[src/include/ssf_params.svh]
// Constants of the serial adapter session flow: bytes, command codes, timing.
`ifndef SSF_PARAMS_SVH
`define SSF_PARAMS_SVH

// ----------------------------------------------------------------------------
// Timing
// ----------------------------------------------------------------------------
`define SSF_CLK_HZ 100000000
`define SSF_MS_CYC (`SSF_CLK_HZ / 1000)
`define SSF_LOCAL_WAIT_MS 100
`define SSF_REMOTE_WAIT_MS 1000
`define SSF_LIFE_MS 3000
`define SSF_ACK_WAIT_MS 1000
`define SSF_ACK_RETRY_MAX 3'h5

// ----------------------------------------------------------------------------
// Link and transport bytes
// ----------------------------------------------------------------------------
`define SSF_BYTE_ATTN 8'h01
`define SSF_BYTE_ACK 8'h06
`define SSF_BYTE_NACK 8'h15
`define SSF_BUFFER_GRANTED_REPLY 8'hC0
`define SSF_BUFFER_REFUSED_REPLY 8'hC1

// ----------------------------------------------------------------------------
// Command byte layout: class in the high nibble, queue in the low two bits
// ----------------------------------------------------------------------------
`define SSF_CLS_MSB 7
`define SSF_CLS_LSB 4
`define SSF_CLS_NETWORK_MSG 4'h1
`define SSF_CLS_LOCAL_MGMT 4'h2
`define SSF_IFACE_RESET_CMD 8'h50
`define SSF_FLUSH_CANCEL_CMD 8'h60
`define SSF_GO_ONLINE_CMD 8'h61
`define SSF_GO_OFFLINE_CMD 8'h62
`define SSF_FLUSH_CMD 8'h63
`define SSF_FLUSH_IGNORE_CMD 8'h64
`define SSF_UPLINK_QUENCH_CMD 8'h65
`define SSF_UPLINK_RESUME_CMD 8'h66
`define SSF_SLEEP_CMD 8'h67
`define SSF_STATUS_QUERY_CMD 8'h68

// Firmware level of this adapter and the least level that takes unrequested messages
`define SSF_FW_VERSION 8'h07
`define SSF_FW_UNREQ_MIN 8'h07

`endif

[src/include/ssf_pkg.sv]
// Types of the serial adapter session flow.
package ssf_pkg;
    typedef enum logic [2:0] {
        SSF_UL_IDLE = 3'h0,
        SSF_UL_ATTN = 3'h1,
        SSF_UL_WAIT_ATTN = 3'h3,
        SSF_UL_BODY = 3'h2,
        SSF_UL_WAIT_END = 3'h6,
        SSF_UL_WAIT_ACK = 3'h7
    } ssf_ul_state_t;

    typedef enum logic [1:0] {
        SSF_DL_NORMAL = 2'h0,
        SSF_DL_REQUESTED = 2'h1,
        SSF_DL_GRANTED = 2'h3
    } ssf_dl_state_t;

    typedef enum logic [1:0] {
        SSF_TX_RAW = 2'h0,
        SSF_TX_REPLY = 2'h1,
        SSF_TX_MSG = 2'h2
    } ssf_tx_kind_t;

    typedef enum logic [1:0] {
        SSF_Q_ACKED = 2'h0,
        SSF_Q_ACKED_PRIORITY = 2'h1,
        SSF_Q_UNACKED = 2'h2,
        SSF_Q_UNACKED_PRIORITY = 2'h3
    } ssf_queue_t;
endpackage

[src/rtl/ssf_session_top.sv]
// Session and transport control of the serial adapter toward the host.
`timescale 1ns/1ps
`include "ssf_params.svh"
module ssf_session_top #(
    parameter int LOCAL_WAIT_CYC = `SSF_LOCAL_WAIT_MS * `SSF_MS_CYC,
    parameter int REMOTE_WAIT_CYC = `SSF_REMOTE_WAIT_MS * `SSF_MS_CYC,
    parameter int LIFE_CYC = `SSF_LIFE_MS * `SSF_MS_CYC,
    parameter int ACK_WAIT_CYC = `SSF_ACK_WAIT_MS * `SSF_MS_CYC
) (
    input wire logic clk_in,
    input wire logic rst_b_in,
    input wire logic cfg_remote_in,
    input wire logic cfg_handshake_in,
    input wire logic dl_byte_in,
    input wire logic dl_frame_in,
    input wire logic [7:0] dl_cmd_in,
    input wire logic dl_has_data_in,
    input wire logic dl_good_in,
    input wire logic dl_attn_ack_in,
    input wire logic dl_ack_in,
    input wire logic dl_nack_in,
    input wire logic buf_free_in,
    input wire logic ul_msg_pend_in,
    input wire logic ul_msg_net_in,
    input wire logic tx_ready_in,
    input wire logic tx_done_in,
    output logic tx_valid_out,
    output logic [1:0] tx_kind_out,
    output logic [7:0] tx_data_out,
    output logic buf_store_out,
    output logic [1:0] buf_queue_out,
    output logic buf_mgmt_out,
    output logic exec_out,
    output logic [7:0] exec_cmd_out,
    output logic dl_discard_out,
    output logic ul_msg_sent_out,
    output logic ul_msg_drop_out,
    output logic [1:0] dl_state_out,
    output logic quench_out,
    output logic flush_out,
    output logic remote_out,
    output logic handshake_out
);
    // ------------------------------------------------------------------------
    // Configuration, caught once after reset release
    // ------------------------------------------------------------------------
    logic cfg_taken_q;

    always_ff @(posedge clk_in or negedge rst_b_in) begin
        if (!rst_b_in) begin
            cfg_taken_q <= 1'b0;
            remote_out <= 1'b0;
            handshake_out <= 1'b0;
        end else if (!cfg_taken_q) begin
            cfg_taken_q <= 1'b1;
            remote_out <= cfg_remote_in;
            handshake_out <= cfg_handshake_in;
        end
    end

    // Remote host mode also turns on the reliable transport
    wire reliable = remote_out;
    wire [31:0] gap_cyc = remote_out ? 32'(REMOTE_WAIT_CYC) : 32'(LOCAL_WAIT_CYC);

    // ------------------------------------------------------------------------
    // Downlink command decode
    // ------------------------------------------------------------------------
    ssf_pkg::ssf_dl_state_t dl_q, dl_d;
    logic [7:0] req_cmd_q;
    logic flush_d, quench_d;

    wire [3:0] cls = dl_cmd_in[`SSF_CLS_MSB:`SSF_CLS_LSB];
    wire [1:0] queue = dl_cmd_in[1:0];
    wire is_net = (cls == `SSF_CLS_NETWORK_MSG);
    wire is_mgmt = (cls == `SSF_CLS_LOCAL_MGMT);
    // In flush only management commands reach a buffer
    wire buf_allowed = (is_net || is_mgmt) && (!flush_out || is_mgmt);
    wire is_reset = (dl_cmd_in == `SSF_IFACE_RESET_CMD);
    wire is_quench = (dl_cmd_in == `SSF_UPLINK_QUENCH_CMD);
    wire is_resume = (dl_cmd_in == `SSF_UPLINK_RESUME_CMD);
    wire is_flush_on = (dl_cmd_in == `SSF_FLUSH_CMD) || (dl_cmd_in == `SSF_FLUSH_IGNORE_CMD);
    wire is_flush_off = (dl_cmd_in == `SSF_FLUSH_CANCEL_CMD);
    wire is_imm = is_reset || is_quench || is_resume || is_flush_on || is_flush_off
        || (dl_cmd_in == `SSF_GO_ONLINE_CMD) || (dl_cmd_in == `SSF_GO_OFFLINE_CMD)
        || (dl_cmd_in == `SSF_SLEEP_CMD) || (dl_cmd_in == `SSF_STATUS_QUERY_CMD);

    // Checksum and sequence are judged by the frame receiver
    wire frm_ok = dl_frame_in && dl_good_in;
    wire frm_bad = dl_frame_in && !dl_good_in;
    wire in_normal = (dl_q == ssf_pkg::SSF_DL_NORMAL);
    wire in_req = (dl_q == ssf_pkg::SSF_DL_REQUESTED);
    wire in_grant = (dl_q == ssf_pkg::SSF_DL_GRANTED);
    wire grant_ctl = is_quench || is_resume || is_reset;
    wire grant_match = dl_has_data_in && (cls == req_cmd_q[`SSF_CLS_MSB:`SSF_CLS_LSB]);

    // Immediate commands run in normal state; only a few in granted state
    wire exec_now = frm_ok && is_imm && (in_normal || (in_grant && grant_ctl));
    wire store_grant = frm_ok && in_grant && grant_match;
    wire fw_unreq = (`SSF_FW_VERSION >= `SSF_FW_UNREQ_MIN);
    wire unreq = frm_ok && in_normal && buf_allowed && dl_has_data_in && fw_unreq;
    wire store_unreq = unreq && buf_free_in;
    wire nack_unreq = unreq && !buf_free_in && reliable;
    wire request = frm_ok && in_normal && buf_allowed && !dl_has_data_in;

    // ------------------------------------------------------------------------
    // Downlink byte gap timer
    // ------------------------------------------------------------------------
    logic gap_run_q;
    logic gap_exp;

    ssf_timer u_gap_timer (
        .clk_in(clk_in),
        .rst_b_in(rst_b_in),
        .start_in(dl_byte_in),
        .stop_in(dl_frame_in),
        .load_in(gap_cyc),
        .expired_out(gap_exp)
    );

    // Only a gap inside an unfinished frame counts
    wire gap_to = gap_exp && gap_run_q;

    always_ff @(posedge clk_in or negedge rst_b_in) begin
        if (!rst_b_in) begin
            gap_run_q <= 1'b0;
        end else begin
            gap_run_q <= dl_byte_in || (gap_run_q && !dl_frame_in && !gap_exp);
        end
    end

    // ------------------------------------------------------------------------
    // Downlink buffer request states
    // ------------------------------------------------------------------------
    logic reply_pend_q;
    logic [7:0] reply_code_q;
    // Decided in the first cycle of the requested state; the host waits for it before asking again
    wire reply_set = in_req;

    always_comb begin
        dl_d = dl_q;
        case (dl_q)
            ssf_pkg::SSF_DL_NORMAL: begin
                if (request) begin
                    dl_d = ssf_pkg::SSF_DL_REQUESTED;
                end
            end
            ssf_pkg::SSF_DL_REQUESTED: begin
                if (reply_set) begin
                    dl_d = buf_free_in ? ssf_pkg::SSF_DL_GRANTED : ssf_pkg::SSF_DL_NORMAL;
                end
            end
            ssf_pkg::SSF_DL_GRANTED: begin
                // Any good frame but quench or resume ends the grant; a bad frame does not
                if (frm_ok && !(is_quench || is_resume)) begin
                    dl_d = ssf_pkg::SSF_DL_NORMAL;
                end
            end
            default: begin
                dl_d = ssf_pkg::SSF_DL_NORMAL;
            end
        endcase
        if (gap_to) begin
            dl_d = ssf_pkg::SSF_DL_NORMAL;
        end
    end

    assign flush_d = (exec_now && (is_flush_off || is_reset)) ? 1'b0
        : ((exec_now && is_flush_on) ? 1'b1 : flush_out);
    assign quench_d = (exec_now && (is_resume || is_reset)) ? 1'b0
        : ((exec_now && is_quench) ? 1'b1 : quench_out);

    always_ff @(posedge clk_in or negedge rst_b_in) begin
        if (!rst_b_in) begin
            dl_q <= ssf_pkg::SSF_DL_NORMAL;
            req_cmd_q <= 8'h00;
            dl_state_out <= 2'h0;
            flush_out <= 1'b0;
            quench_out <= 1'b0;
        end else begin
            dl_q <= dl_d;
            dl_state_out <= dl_d;
            flush_out <= flush_d;
            quench_out <= quench_d;
            if (request) begin
                req_cmd_q <= dl_cmd_in;
            end
        end
    end

    always_ff @(posedge clk_in or negedge rst_b_in) begin
        if (!rst_b_in) begin
            buf_store_out <= 1'b0;
            buf_queue_out <= 2'h0;
            buf_mgmt_out <= 1'b0;
            exec_out <= 1'b0;
            exec_cmd_out <= 8'h00;
            dl_discard_out <= 1'b0;
        end else begin
            buf_store_out <= store_grant || store_unreq;
            // A granted message keeps the queue named in its request
            buf_queue_out <= store_grant ? req_cmd_q[1:0] : queue;
            buf_mgmt_out <= store_grant ? (req_cmd_q[`SSF_CLS_MSB:`SSF_CLS_LSB]
                == `SSF_CLS_LOCAL_MGMT) : is_mgmt;
            exec_out <= exec_now;
            exec_cmd_out <= dl_cmd_in;
            dl_discard_out <= gap_to;
        end
    end

    // ------------------------------------------------------------------------
    // Uplink queue: single-byte answers first, then replies, then messages
    // ------------------------------------------------------------------------
    logic ack_pend_q, nack_pend_q;
    logic fifo_ready;
    logic ul_push;
    logic [9:0] ul_item;

    wire ack_set = reliable && frm_ok && !nack_unreq;
    wire nack_set = reliable && (frm_bad || gap_to || nack_unreq);
    wire push_nack = nack_pend_q && fifo_ready;
    wire push_ack = ack_pend_q && fifo_ready && !nack_pend_q;
    wire push_reply = reply_pend_q && fifo_ready && !nack_pend_q && !ack_pend_q;
    wire ul_slot = fifo_ready && !nack_pend_q && !ack_pend_q && !reply_pend_q;
    wire fifo_push = push_nack || push_ack || push_reply || ul_push;
    wire [9:0] fifo_item = push_nack ? {ssf_pkg::SSF_TX_RAW, `SSF_BYTE_NACK}
        : push_ack ? {ssf_pkg::SSF_TX_RAW, `SSF_BYTE_ACK}
        : push_reply ? {ssf_pkg::SSF_TX_REPLY, reply_code_q}
        : ul_item;

    // A new event in the cycle of its push keeps the flag set
    always_ff @(posedge clk_in or negedge rst_b_in) begin
        if (!rst_b_in) begin
            ack_pend_q <= 1'b0;
            nack_pend_q <= 1'b0;
            reply_pend_q <= 1'b0;
            reply_code_q <= 8'h00;
        end else begin
            ack_pend_q <= ack_set || (ack_pend_q && !push_ack);
            nack_pend_q <= nack_set || (nack_pend_q && !push_nack);
            reply_pend_q <= reply_set || (reply_pend_q && !push_reply);
            if (reply_set) begin
                reply_code_q <= buf_free_in ? `SSF_BUFFER_GRANTED_REPLY
                    : `SSF_BUFFER_REFUSED_REPLY;
            end
        end
    end

    // Receiver stalls back up here instead of losing answers
    ssf_skid2 #(
        .WIDTH(10)
    ) u_tx_buf (
        .clk_in(clk_in),
        .rst_b_in(rst_b_in),
        .in_valid_in(fifo_push),
        .in_data_in(fifo_item),
        .in_ready_out(fifo_ready),
        .out_valid_out(tx_valid_out),
        .out_data_out({tx_kind_out, tx_data_out}),
        .out_ready_in(tx_ready_in)
    );

    // ------------------------------------------------------------------------
    // Uplink message sequencer
    // ------------------------------------------------------------------------
    ssf_pkg::ssf_ul_state_t ul_q, ul_d;
    logic [2:0] retry_q, retry_d;
    logic wait_exp, life_exp;
    logic wait_start, life_start;

    // Network traffic obeys quench and flush; responses always go
    wire ul_allowed = ul_msg_pend_in && (!ul_msg_net_in || (!quench_out && !flush_out));
    wire resend_to = handshake_out ? 1'b1 : 1'b0;
    wire [31:0] wait_load = (ul_q == ssf_pkg::SSF_UL_WAIT_END) ? 32'(ACK_WAIT_CYC) : gap_cyc;
    wire go_attn = ul_slot && (ul_q == ssf_pkg::SSF_UL_ATTN);
    wire go_body = ul_slot && (ul_q == ssf_pkg::SSF_UL_BODY);
    wire end_reliable = (ul_q == ssf_pkg::SSF_UL_WAIT_END) && tx_done_in && reliable;
    wire attn_abort = life_exp && ((ul_q == ssf_pkg::SSF_UL_ATTN)
        || (ul_q == ssf_pkg::SSF_UL_WAIT_ATTN));
    wire ack_to = wait_exp && (ul_q == ssf_pkg::SSF_UL_WAIT_ACK);
    wire retry_out = ack_to && (retry_q == `SSF_ACK_RETRY_MAX);

    assign ul_push = go_attn || go_body;
    assign ul_item = go_attn ? {ssf_pkg::SSF_TX_RAW, `SSF_BYTE_ATTN}
        : {ssf_pkg::SSF_TX_MSG, 8'h00};
    assign wait_start = go_attn || end_reliable;
    // Life clock restarts with every new attention phase
    assign life_start = handshake_out && (ul_q != ssf_pkg::SSF_UL_ATTN)
        && (ul_q != ssf_pkg::SSF_UL_WAIT_ATTN) && (ul_d == ssf_pkg::SSF_UL_ATTN);

    ssf_timer u_wait_timer (
        .clk_in(clk_in),
        .rst_b_in(rst_b_in),
        .start_in(wait_start),
        .stop_in(dl_attn_ack_in || dl_ack_in || dl_nack_in),
        .load_in(wait_load),
        .expired_out(wait_exp)
    );

    ssf_timer u_life_timer (
        .clk_in(clk_in),
        .rst_b_in(rst_b_in),
        .start_in(life_start),
        .stop_in(ul_q == ssf_pkg::SSF_UL_BODY),
        .load_in(32'(LIFE_CYC)),
        .expired_out(life_exp)
    );

    always_comb begin
        ul_d = ul_q;
        retry_d = retry_q;
        case (ul_q)
            ssf_pkg::SSF_UL_IDLE: begin
                retry_d = 3'h0;
                if (cfg_taken_q && ul_allowed) begin
                    // Buffered protocol skips the attention step
                    ul_d = handshake_out ? ssf_pkg::SSF_UL_ATTN : ssf_pkg::SSF_UL_BODY;
                end
            end
            ssf_pkg::SSF_UL_ATTN: begin
                if (go_attn) begin
                    ul_d = ssf_pkg::SSF_UL_WAIT_ATTN;
                end
            end
            ssf_pkg::SSF_UL_WAIT_ATTN: begin
                if (dl_attn_ack_in) begin
                    ul_d = ssf_pkg::SSF_UL_BODY;
                end else if (wait_exp) begin
                    ul_d = ssf_pkg::SSF_UL_ATTN;
                end
            end
            ssf_pkg::SSF_UL_BODY: begin
                if (go_body) begin
                    ul_d = ssf_pkg::SSF_UL_WAIT_END;
                end
            end
            ssf_pkg::SSF_UL_WAIT_END: begin
                if (tx_done_in) begin
                    ul_d = reliable ? ssf_pkg::SSF_UL_WAIT_ACK : ssf_pkg::SSF_UL_IDLE;
                end
            end
            ssf_pkg::SSF_UL_WAIT_ACK: begin
                if (dl_ack_in) begin
                    ul_d = ssf_pkg::SSF_UL_IDLE;
                end else if (dl_nack_in) begin
                    ul_d = resend_to ? ssf_pkg::SSF_UL_ATTN : ssf_pkg::SSF_UL_BODY;
                end else if (ack_to) begin
                    retry_d = retry_q + 3'h1;
                    ul_d = retry_out ? ssf_pkg::SSF_UL_IDLE
                        : (resend_to ? ssf_pkg::SSF_UL_ATTN : ssf_pkg::SSF_UL_BODY);
                end
            end
            default: begin
                ul_d = ssf_pkg::SSF_UL_IDLE;
            end
        endcase
        if (attn_abort) begin
            ul_d = ssf_pkg::SSF_UL_IDLE;
        end
    end

    wire sent_now = ((ul_q == ssf_pkg::SSF_UL_WAIT_END) && tx_done_in && !reliable)
        || ((ul_q == ssf_pkg::SSF_UL_WAIT_ACK) && dl_ack_in);

    always_ff @(posedge clk_in or negedge rst_b_in) begin
        if (!rst_b_in) begin
            ul_q <= ssf_pkg::SSF_UL_IDLE;
            retry_q <= 3'h0;
            ul_msg_sent_out <= 1'b0;
            ul_msg_drop_out <= 1'b0;
        end else begin
            ul_q <= ul_d;
            retry_q <= retry_d;
            ul_msg_sent_out <= sent_now;
            ul_msg_drop_out <= attn_abort || (retry_out && !dl_ack_in && !dl_nack_in);
        end
    end
endmodule

[src/rtl/ssf_skid2.sv]
// Two-entry buffer with valid and ready on both sides; outputs come from flops.
`timescale 1ns/1ps
module ssf_skid2 #(
    parameter int WIDTH = 10
) (
    input wire logic clk_in,
    input wire logic rst_b_in,
    input wire logic in_valid_in,
    input wire logic [WIDTH-1:0] in_data_in,
    output logic in_ready_out,
    output logic out_valid_out,
    output logic [WIDTH-1:0] out_data_out,
    input wire logic out_ready_in
);
    logic [WIDTH-1:0] skid_q;
    logic skid_v_q;
    wire push = in_valid_in && !skid_v_q;
    wire head_free = !out_valid_out || out_ready_in;

    assign in_ready_out = !skid_v_q;

    always_ff @(posedge clk_in or negedge rst_b_in) begin
        if (!rst_b_in) begin
            skid_q <= '0;
            skid_v_q <= 1'b0;
            out_valid_out <= 1'b0;
            out_data_out <= '0;
        end else if (head_free) begin
            // Older skid word goes out first to keep order
            out_valid_out <= skid_v_q || push;
            out_data_out <= skid_v_q ? skid_q : in_data_in;
            skid_v_q <= 1'b0;
        end else if (push) begin
            skid_q <= in_data_in;
            skid_v_q <= 1'b1;
        end
    end
endmodule

[src/rtl/ssf_timer.sv]
// One-shot countdown timer with a one-cycle expiry pulse.
`timescale 1ns/1ps
module ssf_timer (
    input wire logic clk_in,
    input wire logic rst_b_in,
    input wire logic start_in,
    input wire logic stop_in,
    input wire logic [31:0] load_in,
    output logic expired_out
);
    logic [31:0] cnt_q;
    logic run_q;
    wire last = run_q && (cnt_q == 32'h1);

    always_ff @(posedge clk_in or negedge rst_b_in) begin
        if (!rst_b_in) begin
            cnt_q <= 32'h0;
            run_q <= 1'b0;
            expired_out <= 1'b0;
        end else begin
            // A restart in the final cycle wins over the expiry
            expired_out <= last && !start_in && !stop_in;
            if (start_in) begin
                cnt_q <= load_in;
                run_q <= 1'b1;
            end else if (stop_in || last) begin
                run_q <= 1'b0;
            end else if (run_q) begin
                cnt_q <= cnt_q - 32'h1;
            end
        end
    end
endmodule

[config.mk]
export PLATFORM = sky130hd
export DESIGN_NAME = ssf_session_top
export DESIGN_NICKNAME = d
export VERILOG_FILES = /design/src/include/ssf_pkg.sv /design/src/rtl/ssf_session_top.sv /design/src/rtl/ssf_skid2.sv /design/src/rtl/ssf_timer.sv
export VERILOG_INCLUDE_DIRS = /design/src /design/src/include
export SDC_FILE = /design/constraint.sdc
export NUM_CORES = 1
export LEC_CHECK = 0
export BUFFER_PORTS_ARGS = -buffer_cell sky130_fd_sc_hd__buf_2
export CAP_MARGIN = 20
export CORE_MARGIN = 4
export CORE_UTILIZATION = 35
export DETAILED_ROUTE_END_ITERATION = 8
export GPL_TIMING_DRIVEN = 0
export PLACE_DENSITY = 0.51
export SLEW_MARGIN = 40
export SYNTH_ARGS = -nofsm -noshare
export SYNTH_HDL_FRONTEND = slang
export SYNTH_SLANG_ARGS = --single-unit
[constraint.sdc]
create_clock -name clk_in -period 3.95 [get_ports clk_in]
set_input_delay 0.79 -clock clk_in [delete_from_list [all_inputs] [get_ports clk_in]]
set_output_delay 0.79 -clock clk_in [all_outputs]
set_load 0.03 [all_outputs]
==> impl_metrics.py, run 1 <==
metrics = {
    "timing": {
        "maxSlewViolCount": 0,
        "clock-skew-final_ns": 0.0111,
        "finalCriticalPeriod_ns": 2.99,
        "max_freq_mhz": 334,
        "hold_violations": 0,
        "finalSetupViolations": 0,
        "worstMarginPinSlew_ns": 0.816,
        "max-slew-margin-rel_pct": 45.4,
        "fin_crit_sh_pct": 75.7,
        "rsz0062_at_grt": "false",
    },
    "worst_setup_path": {
        "worstPathRequired_ns": 4.25,
        "path_max_fanout": 10,
        "r2r_cells": 7,
        "critPathArrivalTime_ns": 3.29,
        "reg2reg_to": "u_wait_timer.cnt_q[19]",
        "reg2reg_slack_ns": 0.96,
        "start_kind": "register",
        "rr_startpoint": "u_wait_timer.cnt_q[15]",
        "critPathCaptureType": "register",
        "critPathKind": "reg -> reg",
    },
    "routing": {
        "vias": 6458,
        "dr.pass1.iters": 5,
        "wire_per_inst_um": 15.5,
        "drc": 0,
        "antenna_left": 0,
        "drt_iter0_drc": 351,
        "drt_wl_total_um": 19700,
        "routed_via_density": 5.10,
    },
    "floorplan": {
        "num_io_pins": 57,
        "die_area_mm2": 0.0260,
        "core-area_mm2": 0.0228,
        "die_h_um": 161,
        "initial_core_util_pct": 35.9,
        "die_x_um": 161,
        "num_rows": 55,
    },
    "synth": {
        "synth_edf_count": 0,
        "yosysTopAreaCell": "dfrtp_1",
        "ys_ff_latch": 159,
        "synth.yosys.seq_area_share_pct": 48.5,
        "yosysUniqueCellTypes": 66,
        "synth_top_area_share_pct": 48.5,
        "syn_inst": 867,
        "synthTopCellsByArea": "dfrtp_1, nor2_1, xor2_1",
        "synth_area_mm2": 0.00821,
        "async_flop_share_pct": 100,
        "yosysWarningCount": 0,
        "synth_ff_type": "dfrtp_1",
        "avgSynthCellArea_um2": 9.47,
    },
    "cts": {
        "cts_buffers": 17,
        "cts_hold_buf": 0,
        "clk_latency_ns": 0.43,
        "htreeDepth": 4,
        "cts_tree": "built",
        "cts_setup_buffers": 0,
        "clockBufferDepth": 2,
        "cts.sinks": 159,
        "clk_pin_slew_worst_paths_ns": 0.06,
        "cts_root_buf": "clkbuf_16",
        "postCtsResizedCells": 0,
    },
    "final_layout": {
        "nets": 974,
        "fill_cells": 2325,
        "diodes": 0,
        "fin_util_pct": 41.5,
        "final_area_mm2": 0.00949,
        "syn_to_final_growth_pct": 15.6,
        "drive_gt1_share_pct": 12.9,
    },
    "grt": {
        "grt_pass1_vias": 6362,
        "grt_antenna_before_repair": 1,
        "grtUsageTotal_pct": 15.7,
        "globalRouteOverflowTotal": 0,
        "grt_max_degree": 71,
        "grt_pass1_wl_um": 33500,
    },
    "min_path": {
        "hp-class": "in -> async",
    },
    "placement": {
        "place_area_mm2": 0.00895,
        "gp_congestion": 0.785,
        "port_buffers": 53,
        "hpwl_um": 13800,
    },
    "flow_run": {
        "cap_violations": 0,
    },
    "power_and_ir_drop": {
        "vdd_drop_max_mv": 0.253,
        "p_leak_nw": 3.84,
        "power.density_mw_per_mm2": 547,
    },
    "run_status": {
        "outcome": "finished clean",
    },
}
cell type report:
cell class / count / area (µm²) / share of cell area [%]
clock inverter: 13 / 104 / 1.09
tap: 313 / 392 / 4.13
timing repair buffer: 55 / 330 / 3.48
buffer: 44 / 189 / 1.99
clock buffer: 18 / 439 / 4.63
multi-input combinational: 649 / 4000 / 42.1
inverter: 16 / 60.1 / 0.633
sequential: 159 / 3980 / 41.9
state kept, by name, summed over array words and instances, names as in the netlist, 3 cells and up:
register,cells
retry_q,3
ul_q,3
u_wait_timer.cnt_q,32
u_life_timer.cnt_q,32
req_cmd_q,6
u_tx_buf.skid_q,7
u_gap_timer.cnt_q,32
u_tx_buf.out_data_out,7
exec_cmd_out,8
Yosys cell counts, types with 7 or more instances:
master / n
xnor2_1: 32
nand4_1: 17
nand4b_1: 8
o31ai_1: 7
nor3b_1: 9
nand2_1: 68
nor2b_1: 9
xor2_1: 47
or3_1: 18
nor4_1: 27
clkbuf_1: 33
o21a_1: 14
mux2_2: 9
a211oi_1: 7
or4_1: 20
ha_1: 8
dfrtp_1: 159
a21oi_1: 26
nand3_1: 41
nand2b_1: 11
inv_1: 16
a31oi_1: 10
nor3_1: 40
nor2_1: 113
o21ai_0: 28
placed cells by master, fill, tap and decap left out, types with 5 or more instances in the layout:
master and instances:
dfrtp_1 159, nor2_1 113, nand2_1 68, buf_2 56
xor2_1 47, nand3_1 41, nor3_1 40, clkbuf_1 33
xnor2_1 32, o21ai_0 28, a21oi_1 26, nor4_1 25
or4_1 20, or3_1 18, nand4_1 17, clkbuf_16 17
inv_1 16, o21a_1 14, nand2b_1 11, a31oi_1 10
nor2b_1 9, nor3b_1 9, mux2_2 9, nand4b_1 8
ha_1 8, a211oi_1 7, o31ai_1 7, and2_1 6
or2_2 6, a21o_1 5, nor4b_1 5, clkinvlp_4 5
inv_6 5
per-stage QoR:
step	hold slack [ns]	instances	TNS, ns	power, W	setup WS [ns]
finish	0.247	1267	0	0.00519	0.960
global route	0.256	1267	0	0.00557	0.803
CTS	0.250	1267	0	0.00525	0.933
detailed placement	0.458	1236	0	0.00369	0.951
global placement	0.453	1234	-82.62	0.00367	-0.540
floorplan	0.436	868	0	0.00325	1.36
cells by family (layout without fill, tap and decap cells):
kind of cell | after synthesis | count (layout) | synth area share, %
compound gates | 124 | 124 | 9.89
xor+xnor | 79 | 79 | 8.43
fa+ha+maj | 8 | 8 | 1.22
mux | 11 | 11 | 1.48
simple gates | 424 | 424 | 27.4
flops | 159 | 159 | 48.5
other cells | 2 | 3 | 0.0915
buf+inv | 60 | 146 | 3.03
critical path: stages (launching register included):
cell	delay [ns]
dfrtp_1	0.40
or4_1	0.60
or3_1	0.33
buf_2	0.17
nor4_4	0.51
nor2_1	0.18
clkbuf_1	0.31
o311a_1	0.37
worst max-delay path by stage:
stage	startpoint	to	slack [ns]	depth (start not counted)
detailed placement	u_wait_timer.cnt_q[15]	u_wait_timer.cnt_q[19]	0.95	7
floorplan	u_gap_timer.cnt_q[4]	u_gap_timer.cnt_q[17]	1.36	7
global placement	rst_b_in	u_gap_timer.cnt_q[25]	-0.54	1
global route	ul_q[0]	u_life_timer.cnt_q[19]	0.80	9
CTS	u_wait_timer.cnt_q[15]	u_wait_timer.cnt_q[19]	0.93	7
finish	u_wait_timer.cnt_q[15]	u_wait_timer.cnt_q[19]	0.96	7
layer usage:
metal | part of all wire (%) | routed length, µm | global-route usage [%]
met3 | 3.7 | 737 | 3.85
met5 | 0.066 | 13 | 0
met1 | 51 | 10000 | 23.0
met4 | 0.61 | 119 | 2.79
met2 | 45 | 8770 | 23.9
where the power goes:
| group | internal, W | switching (W) | total [W] |
|---|---|---|---|
| clock network | 0.000827 | 0.000713 | 0.00154 |
| logic | 0.000532 | 0.000873 | 0.00141 |
| registers | 0.00196 | 0.000291 | 0.00225 |
No activity file was read; power rests on OpenSTA's default activity.
==> inputs of run 2 (changes only) <==
--- a/config.mk
+++ b/config.mk
@@ -12,7 +12,7 @@
 export CORE_UTILIZATION = 35
 export DETAILED_ROUTE_END_ITERATION = 8
 export GPL_TIMING_DRIVEN = 0
-export PLACE_DENSITY = 0.51
+export PLACE_DENSITY = 0.53
 export SLEW_MARGIN = 40
 export SYNTH_ARGS = -nofsm -noshare
 export SYNTH_HDL_FRONTEND = slang
==> constraint.sdc (replaced) <==
create_clock -name clk_in -period 2.47 [get_ports clk_in]
set_input_delay 0.494 -clock clk_in [delete_from_list [all_inputs] [get_ports clk_in]]
set_output_delay 0.494 -clock clk_in [all_outputs]
set_load 0.03 [all_outputs]
==> run 2 against run 1 <==
  * The run now ends with setup timing left
  * Clock power is 71% higher
  * Maximum frequency increased by 15%
  * Die area unchanged
  * Critical path depth fell by 1
  * Global-route usage rose by 0.41 points
  * Wire length rose by 6.6%
  * Sequential power rose by 63%
  * Via count up 4.4%
  * Largest power group unchanged
==> impl_metrics.py, run 2 (same netlist as run 1, synthesis figures left out) <==
metrics = {
    "run_status": {
        "outcome": "complete, but fails checks",
        "violations": "setup timing",
    },
    "cts": {
        "cts_root_buf": "clkbuf_16",
        "cts_tree": "built",
        "htreeDepth": 4,
        "cts.sinks": 159,
        "clk_pin_slew_worst_paths_ns": 0.07,
        "clockBufferDepth": 2,
        "clk_latency_ns": 0.43,
        "cts_buffers": 17,
    },
    "timing": {
        "fin_ws_ns": -0.126,
        "finalCriticalPeriod_ns": 2.60,
        "maxSlewViolCount": 0,
        "fin_crit_sh_pct": 105,
        "finalSetupViolations": 30,
        "holdWs_ns": 0.0167,
        "max_freq_mhz": 385,
        "hold_violations": 0,
        "clock-skew-final_ns": 0.0134,
        "rsz0062_at_grt": "true",
        "max-slew-margin-rel_pct": 46.1,
        "worstMarginPinSlew_ns": 0.802,
    },
    "final_layout": {
        "reg_top3": "u_gap_timer.cnt_q (32), u_life_timer.cnt_q (32), u_wait_timer.cnt_q (32)",
        "final_common_cell": "dfrtp_1",
        "layout_common_cells": "dfrtp_1, nor2_1, nand2_1",
        "diodes": 0,
        "syn_to_final_growth_pct": 25.8,
        "nets": 1008,
        "final_area_mm2": 0.0103,
        "drive_gt1_share_pct": 23.5,
    },
    "grt": {
        "globalRouteOverflowTotal": 0,
        "grt_util_met1_pct": 21.6,
        "grtUsageTotal_pct": 16.1,
        "grt_pass1_vias": 6595,
        "use_met2_pct": 26.6,
        "grt_antenna_before_repair": 0,
        "grtUsageMet3_pct": 3.73,
        "grt_pass1_wl_um": 34400,
        "grt_max_degree": 66,
        "grt-busiest-layer": "met2",
    },
    "floorplan": {
        "core-area_mm2": 0.0228,
        "die_h_um": 161,
        "num_io_pins": 57,
        "num_rows": 55,
        "initial_core_util_pct": 35.9,
        "die_x_um": 161,
        "die_area_mm2": 0.0260,
    },
    "worst_setup_path": {
        "path_cells": "or4_1, or4_4, buf_6, or4_4, and2_4, o31a_1",
        "timing.critical_path.mode_cell": "or4_4",
        "r2r_cells": 6,
        "critPathKind": "reg -> reg",
        "crit_buf_inv": 1,
        "critical-path-top-delay-family": "simple AND/OR/NAND/NOR gates",
        "worstPathRequired_ns": 2.79,
        "start_kind": "register",
        "critPathCaptureType": "register",
        "path_max_fanout": 6,
        "cp_slowest_cell": "or4_4",
        "critical_path_depth": 6,
        "cpPeakStageDelay_ns": 0.58,
        "critPathArrivalTime_ns": 2.92,
    },
    "power_and_ir_drop": {
        "vdd_drop_max_mv": 0.367,
        "power_switching_w": 0.00321,
        "p_leak_nw": 4.19,
        "p_sw_share_pct": 36.5,
        "intPower_w": 0.00558,
        "clkPwrFrac_pct": 30.0,
        "finalPower_w": 0.00880,
        "power.density_mw_per_mm2": 852,
        "p_comb_share_pct": 28.5,
        "pwr-share-seq_pct": 41.6,
    },
    "flow_run": {
        "cap_violations": 0,
    },
    "placement": {
        "place_area_mm2": 0.00898,
        "port_buffers": 53,
        "place_ws_ns": -0.413,
        "hpwl_um": 14000,
        "gp_congestion": 0.811,
    },
    "min_path": {
        "hp-class": "in -> async",
    },
    "routing": {
        "drt_iter0_drc": 413,
        "drc": 0,
        "wire_per_inst_um": 16.1,
        "dr.pass1.iters": 5,
        "drt_wl_total_um": 21000,
        "vias": 6744,
        "routed_via_density": 5.18,
        "antenna_left": 0,
    },
}
## run 2: changes by cell type in the layout (fill, tap and decap cells not counted), sizes merged
cell	change
buf	+37
bufinv	+1
clkbuf	-4
clkinv	-1
clkinvlp	-4
inv	+5
nand3	+1
## run 2: power by group through the flow
stage,sequential [W],clock [W],combinational (W)
after floorplan,0.00368,0,0.00152
after global placement,0.00363,0,0.00224
after detailed placement,0.00363,0,0.00228
after CTS,0.00363,0.00270,0.00242
after global routing,0.00373,0.00282,0.00279
final,0.00366,0.00263,0.00250
## run 2: worst register-to-register path, stage by stage (launching register included)
cell	delay, ns
dfrtp_1	0.37
or4_1	0.52
or4_4	0.58
buf_6	0.16
or4_4	0.48
and2_4	0.15
o31a_1	0.22
## run 2: worst paths after layout
path | from | to | slack (ns)
max | u_gap_timer.cnt_q[11] | u_gap_timer.cnt_q[14] | -0.13
min | rst_b_in | u_wait_timer.cnt_q[7] | 0.02
max reg2reg | u_gap_timer.cnt_q[11] | u_gap_timer.cnt_q[14] | -0.13
min reg2reg | u_tx_buf.out_data_out[0] | u_tx_buf.out_data_out[0] | 0.47
max in group asynchronous | rst_b_in | u_life_timer.cnt_q[25] | 1.80
min in group clk_in | dl_cmd_in[5] | exec_cmd_out[5] | 0.18
## run 2: layer usage
| metal | vias to the layer above | wire length (µm) |
|---|---|---|
| met4 | 0 | 230 |
| met2 | 124 | 10100 |
| met5 | - | 0 |
| met3 | 23 | 873 |
| li1 | 3302 | - |
| met1 | 3295 | 9740 |
## run 2: through the flow
step / setup TNS [ns] / util (%) / cells
floorplan: -0.114 / - / 868
global placement: -288.86 / 38.9 / 1234
detailed placement: -16.58 / 39.3 / 1236
CTS: -1.30 / 43.6 / 1290
global route: -4.01 / 45.2 / 1302
finish: -1.09 / 45.2 / 1302
## run 2: final cells by class
type                    count  area [µm²]
repair buffers             94         699
inverters                  16        60.1
fillers                  2224       12500
multi-input cells         650        4410
well taps                 313         392
plain buffers              38         204
flip-flops and latches    159        3980
clock inverters            14         143
clock buffers              18         439
## run 2: repair_timing
action                                  CTS  global route
pin swaps                                27            23
hold buffers                              0             0
buffers inserted                         24            12
gates cloned                              2             2
resized for setup                        55            58
endpoints found under the setup margin   72            77
==> inputs of run 3 (changes only) <==
--- a/config.mk
+++ b/config.mk
@@ -6,13 +6,13 @@
 export SDC_FILE = /design/constraint.sdc
 export NUM_CORES = 1
 export LEC_CHECK = 0
-export BUFFER_PORTS_ARGS = -buffer_cell sky130_fd_sc_hd__buf_2
 export CAP_MARGIN = 20
 export CORE_MARGIN = 4
 export CORE_UTILIZATION = 35
 export DETAILED_ROUTE_END_ITERATION = 8
+export DONT_BUFFER_PORTS = 1
 export GPL_TIMING_DRIVEN = 0
-export PLACE_DENSITY = 0.53
+export PLACE_DENSITY = 0.51
 export SLEW_MARGIN = 40
 export SYNTH_ARGS = -nofsm -noshare
 export SYNTH_HDL_FRONTEND = slang
==> run 3 against run 2 <==
  * The run ends with hold timing, setup timing left
  * First-iteration DRC count shrank 23%
  * Global-route usage increased by 0.37 points
  * Combinational power down 16%
  * Wire length is 0.31% lower
  * Sequential power rose by 4%
  * Setup slack lost 0.0081 ns
  * Via count decreased by 3.6%
  * Non-clock buffer count fell by 54
  * Clock skew shrank 0.0010 ns
  * Total power fell by 1.7%
  * Largest cell class unchanged
  * Largest power group unchanged
==> impl_metrics.py, run 3 (same netlist as run 1, synthesis figures left out) <==
metrics = {
    "run_status": {
        "outcome": "complete, but fails checks",
        "violations": "hold timing, setup timing",
    },
    "timing": {
        "max-slew-margin-rel_pct": 43.8,
        "clock-skew-final_ns": 0.0124,
        "max_freq_mhz": 384,
        "rsz0062_at_grt": "true",
        "finalSetupViolations": 21,
        "finalCriticalPeriod_ns": 2.60,
        "hold_violations": 159,
        "holdWs_ns": -0.240,
        "worstMarginPinSlew_ns": 0.836,
        "maxSlewViolCount": 0,
        "fin_crit_sh_pct": 105,
        "fin_ws_ns": -0.134,
    },
    "cts": {
        "cts_buffers": 17,
        "htreeDepth": 4,
        "cts.sinks": 159,
        "cts_tree": "built",
        "clk_pin_slew_worst_paths_ns": 0.07,
        "clk_latency_ns": 0.43,
        "clockBufferDepth": 2,
        "cts_root_buf": "clkbuf_16",
    },
    "worst_setup_path": {
        "critPathArrivalTime_ns": 2.93,
        "critPathKind": "reg -> reg",
        "critPathCaptureType": "register",
        "r2r_cells": 9,
        "worstPathRequired_ns": 2.79,
        "start_kind": "register",
        "path_max_fanout": 8,
    },
    "grt": {
        "globalRouteOverflowTotal": 0,
        "grtUsageTotal_pct": 16.5,
        "grt_antenna_before_repair": 1,
        "grt_pass1_wl_um": 34900,
        "grt_max_degree": 160,
        "grt_pass1_vias": 6561,
    },
    "min_path": {
        "hp-class": "in -> async",
    },
    "placement": {
        "gp_congestion": 0.770,
        "hpwl_um": 13400,
        "port_buffers": 0,
        "place_inst": 1181,
    },
    "routing": {
        "wire_per_inst_um": 16.7,
        "drc": 0,
        "drt_wl_total_um": 20900,
        "dr.pass1.iters": 5,
        "routed_via_density": 5.21,
        "antenna_left": 0,
        "drt_iter0_drc": 319,
        "vias": 6504,
    },
    "final_layout": {
        "fin_util_pct": 43.6,
        "syn_to_final_growth_pct": 21.3,
        "layout_common_cells": "dfrtp_1, nor2_1, nand2_1",
        "nets": 954,
        "diodes": 0,
        "reg_top3": "u_gap_timer.cnt_q (32), u_life_timer.cnt_q (32), u_wait_timer.cnt_q (32)",
        "final_cells": 1248,
        "drive_gt1_share_pct": 18.5,
        "final_common_cell": "dfrtp_1",
    },
    "floorplan": {
        "die_area_mm2": 0.0260,
        "die_x_um": 161,
        "num_rows": 55,
        "die_h_um": 161,
        "initial_core_util_pct": 35.9,
        "core-area_mm2": 0.0228,
        "num_io_pins": 57,
    },
    "power_and_ir_drop": {
        "p_leak_nw": 3.94,
        "vdd_drop_max_mv": 0.421,
        "power.density_mw_per_mm2": 869,
        "finalPower_w": 0.00865,
    },
    "flow_run": {
        "cap_violations": 0,
    },
}
-- run 3: final timing paths --
path / slack, ns / endpoint / start
setup / recovery: -0.13 / u_gap_timer.cnt_q[19] / u_gap_timer.cnt_q[11]
hold / removal: -0.24 / u_wait_timer.cnt_q[1] / rst_b_in
setup reg to reg: -0.13 / u_gap_timer.cnt_q[19] / u_gap_timer.cnt_q[11]
hold reg to reg: 0.47 / gap_run_q / gap_run_q
max in group asynchronous: 2.43 / u_life_timer.cnt_q[29] / rst_b_in
min in group clk_in: 0.09 / exec_cmd_out[4] / dl_cmd_in[4]
-- run 3: metrics by stage --
step,instance area [µm²],worst slack (ns),setup TNS [ns]
2_1_floorplan,8240,-0.114,-0.114
3_3_place_gp,8630,-0.439,-18.51
3_5_place_dp,8640,-0.410,-18.27
4_1_cts,9610,-0.128,-1.37
5_1_grt,9950,-0.220,-4.79
6_report,9950,-0.134,-1.33
-- run 3: area by class of cell --
type | instances | area, µm²
multi-input combinational | 650 | 4370
clock inverter | 14 | 169
fill | 2258 | 12900
tap | 313 | 392
timing repair buffer | 39 | 340
inverter | 16 | 60.1
sequential | 159 | 3980
buffer | 39 | 211
clock buffer | 18 | 429
-- run 3: report_power, final --
| part | switching (W) | internal (W) | total, W |
|---|---|---|---|
| registers | 0.000682 | 0.00313 | 0.00381 |
| clock network | 0.00121 | 0.00153 | 0.00274 |
| logic | 0.00121 | 0.000894 | 0.00211 |
-- run 3: layer usage --
| metal | GRT usage [%] | wire length [µm] |
|---|---|---|
| met2 | 26.0 | 9860 |
| met1 | 22.5 | 9790 |
| met3 | 4.72 | 1010 |
| met5 | 0 | 13 |
| met4 | 3.96 | 226 |
-- run 3: what timing repair did --
item / 4_1_cts / 5_1_grt
cloned: 2 / 0
setup endpoints to repair: 75 / 93
setup buffers: 21 / 18
hold endpoints to repair: 159 / 159
gates resized for setup: 50 / 53
pin swaps: 22 / 28
-- run 3: worst max-delay path: stages, from the launching register on --
cell,delay (ns)
dfrtp_1,0.37
or4_1,0.52
or4_4,0.55
buf_6,0.15
nor2_4,0.13
buf_12,0.13
buf_6,0.15
nand4_1,0.14
xnor2_1,0.18
o21a_1,0.18
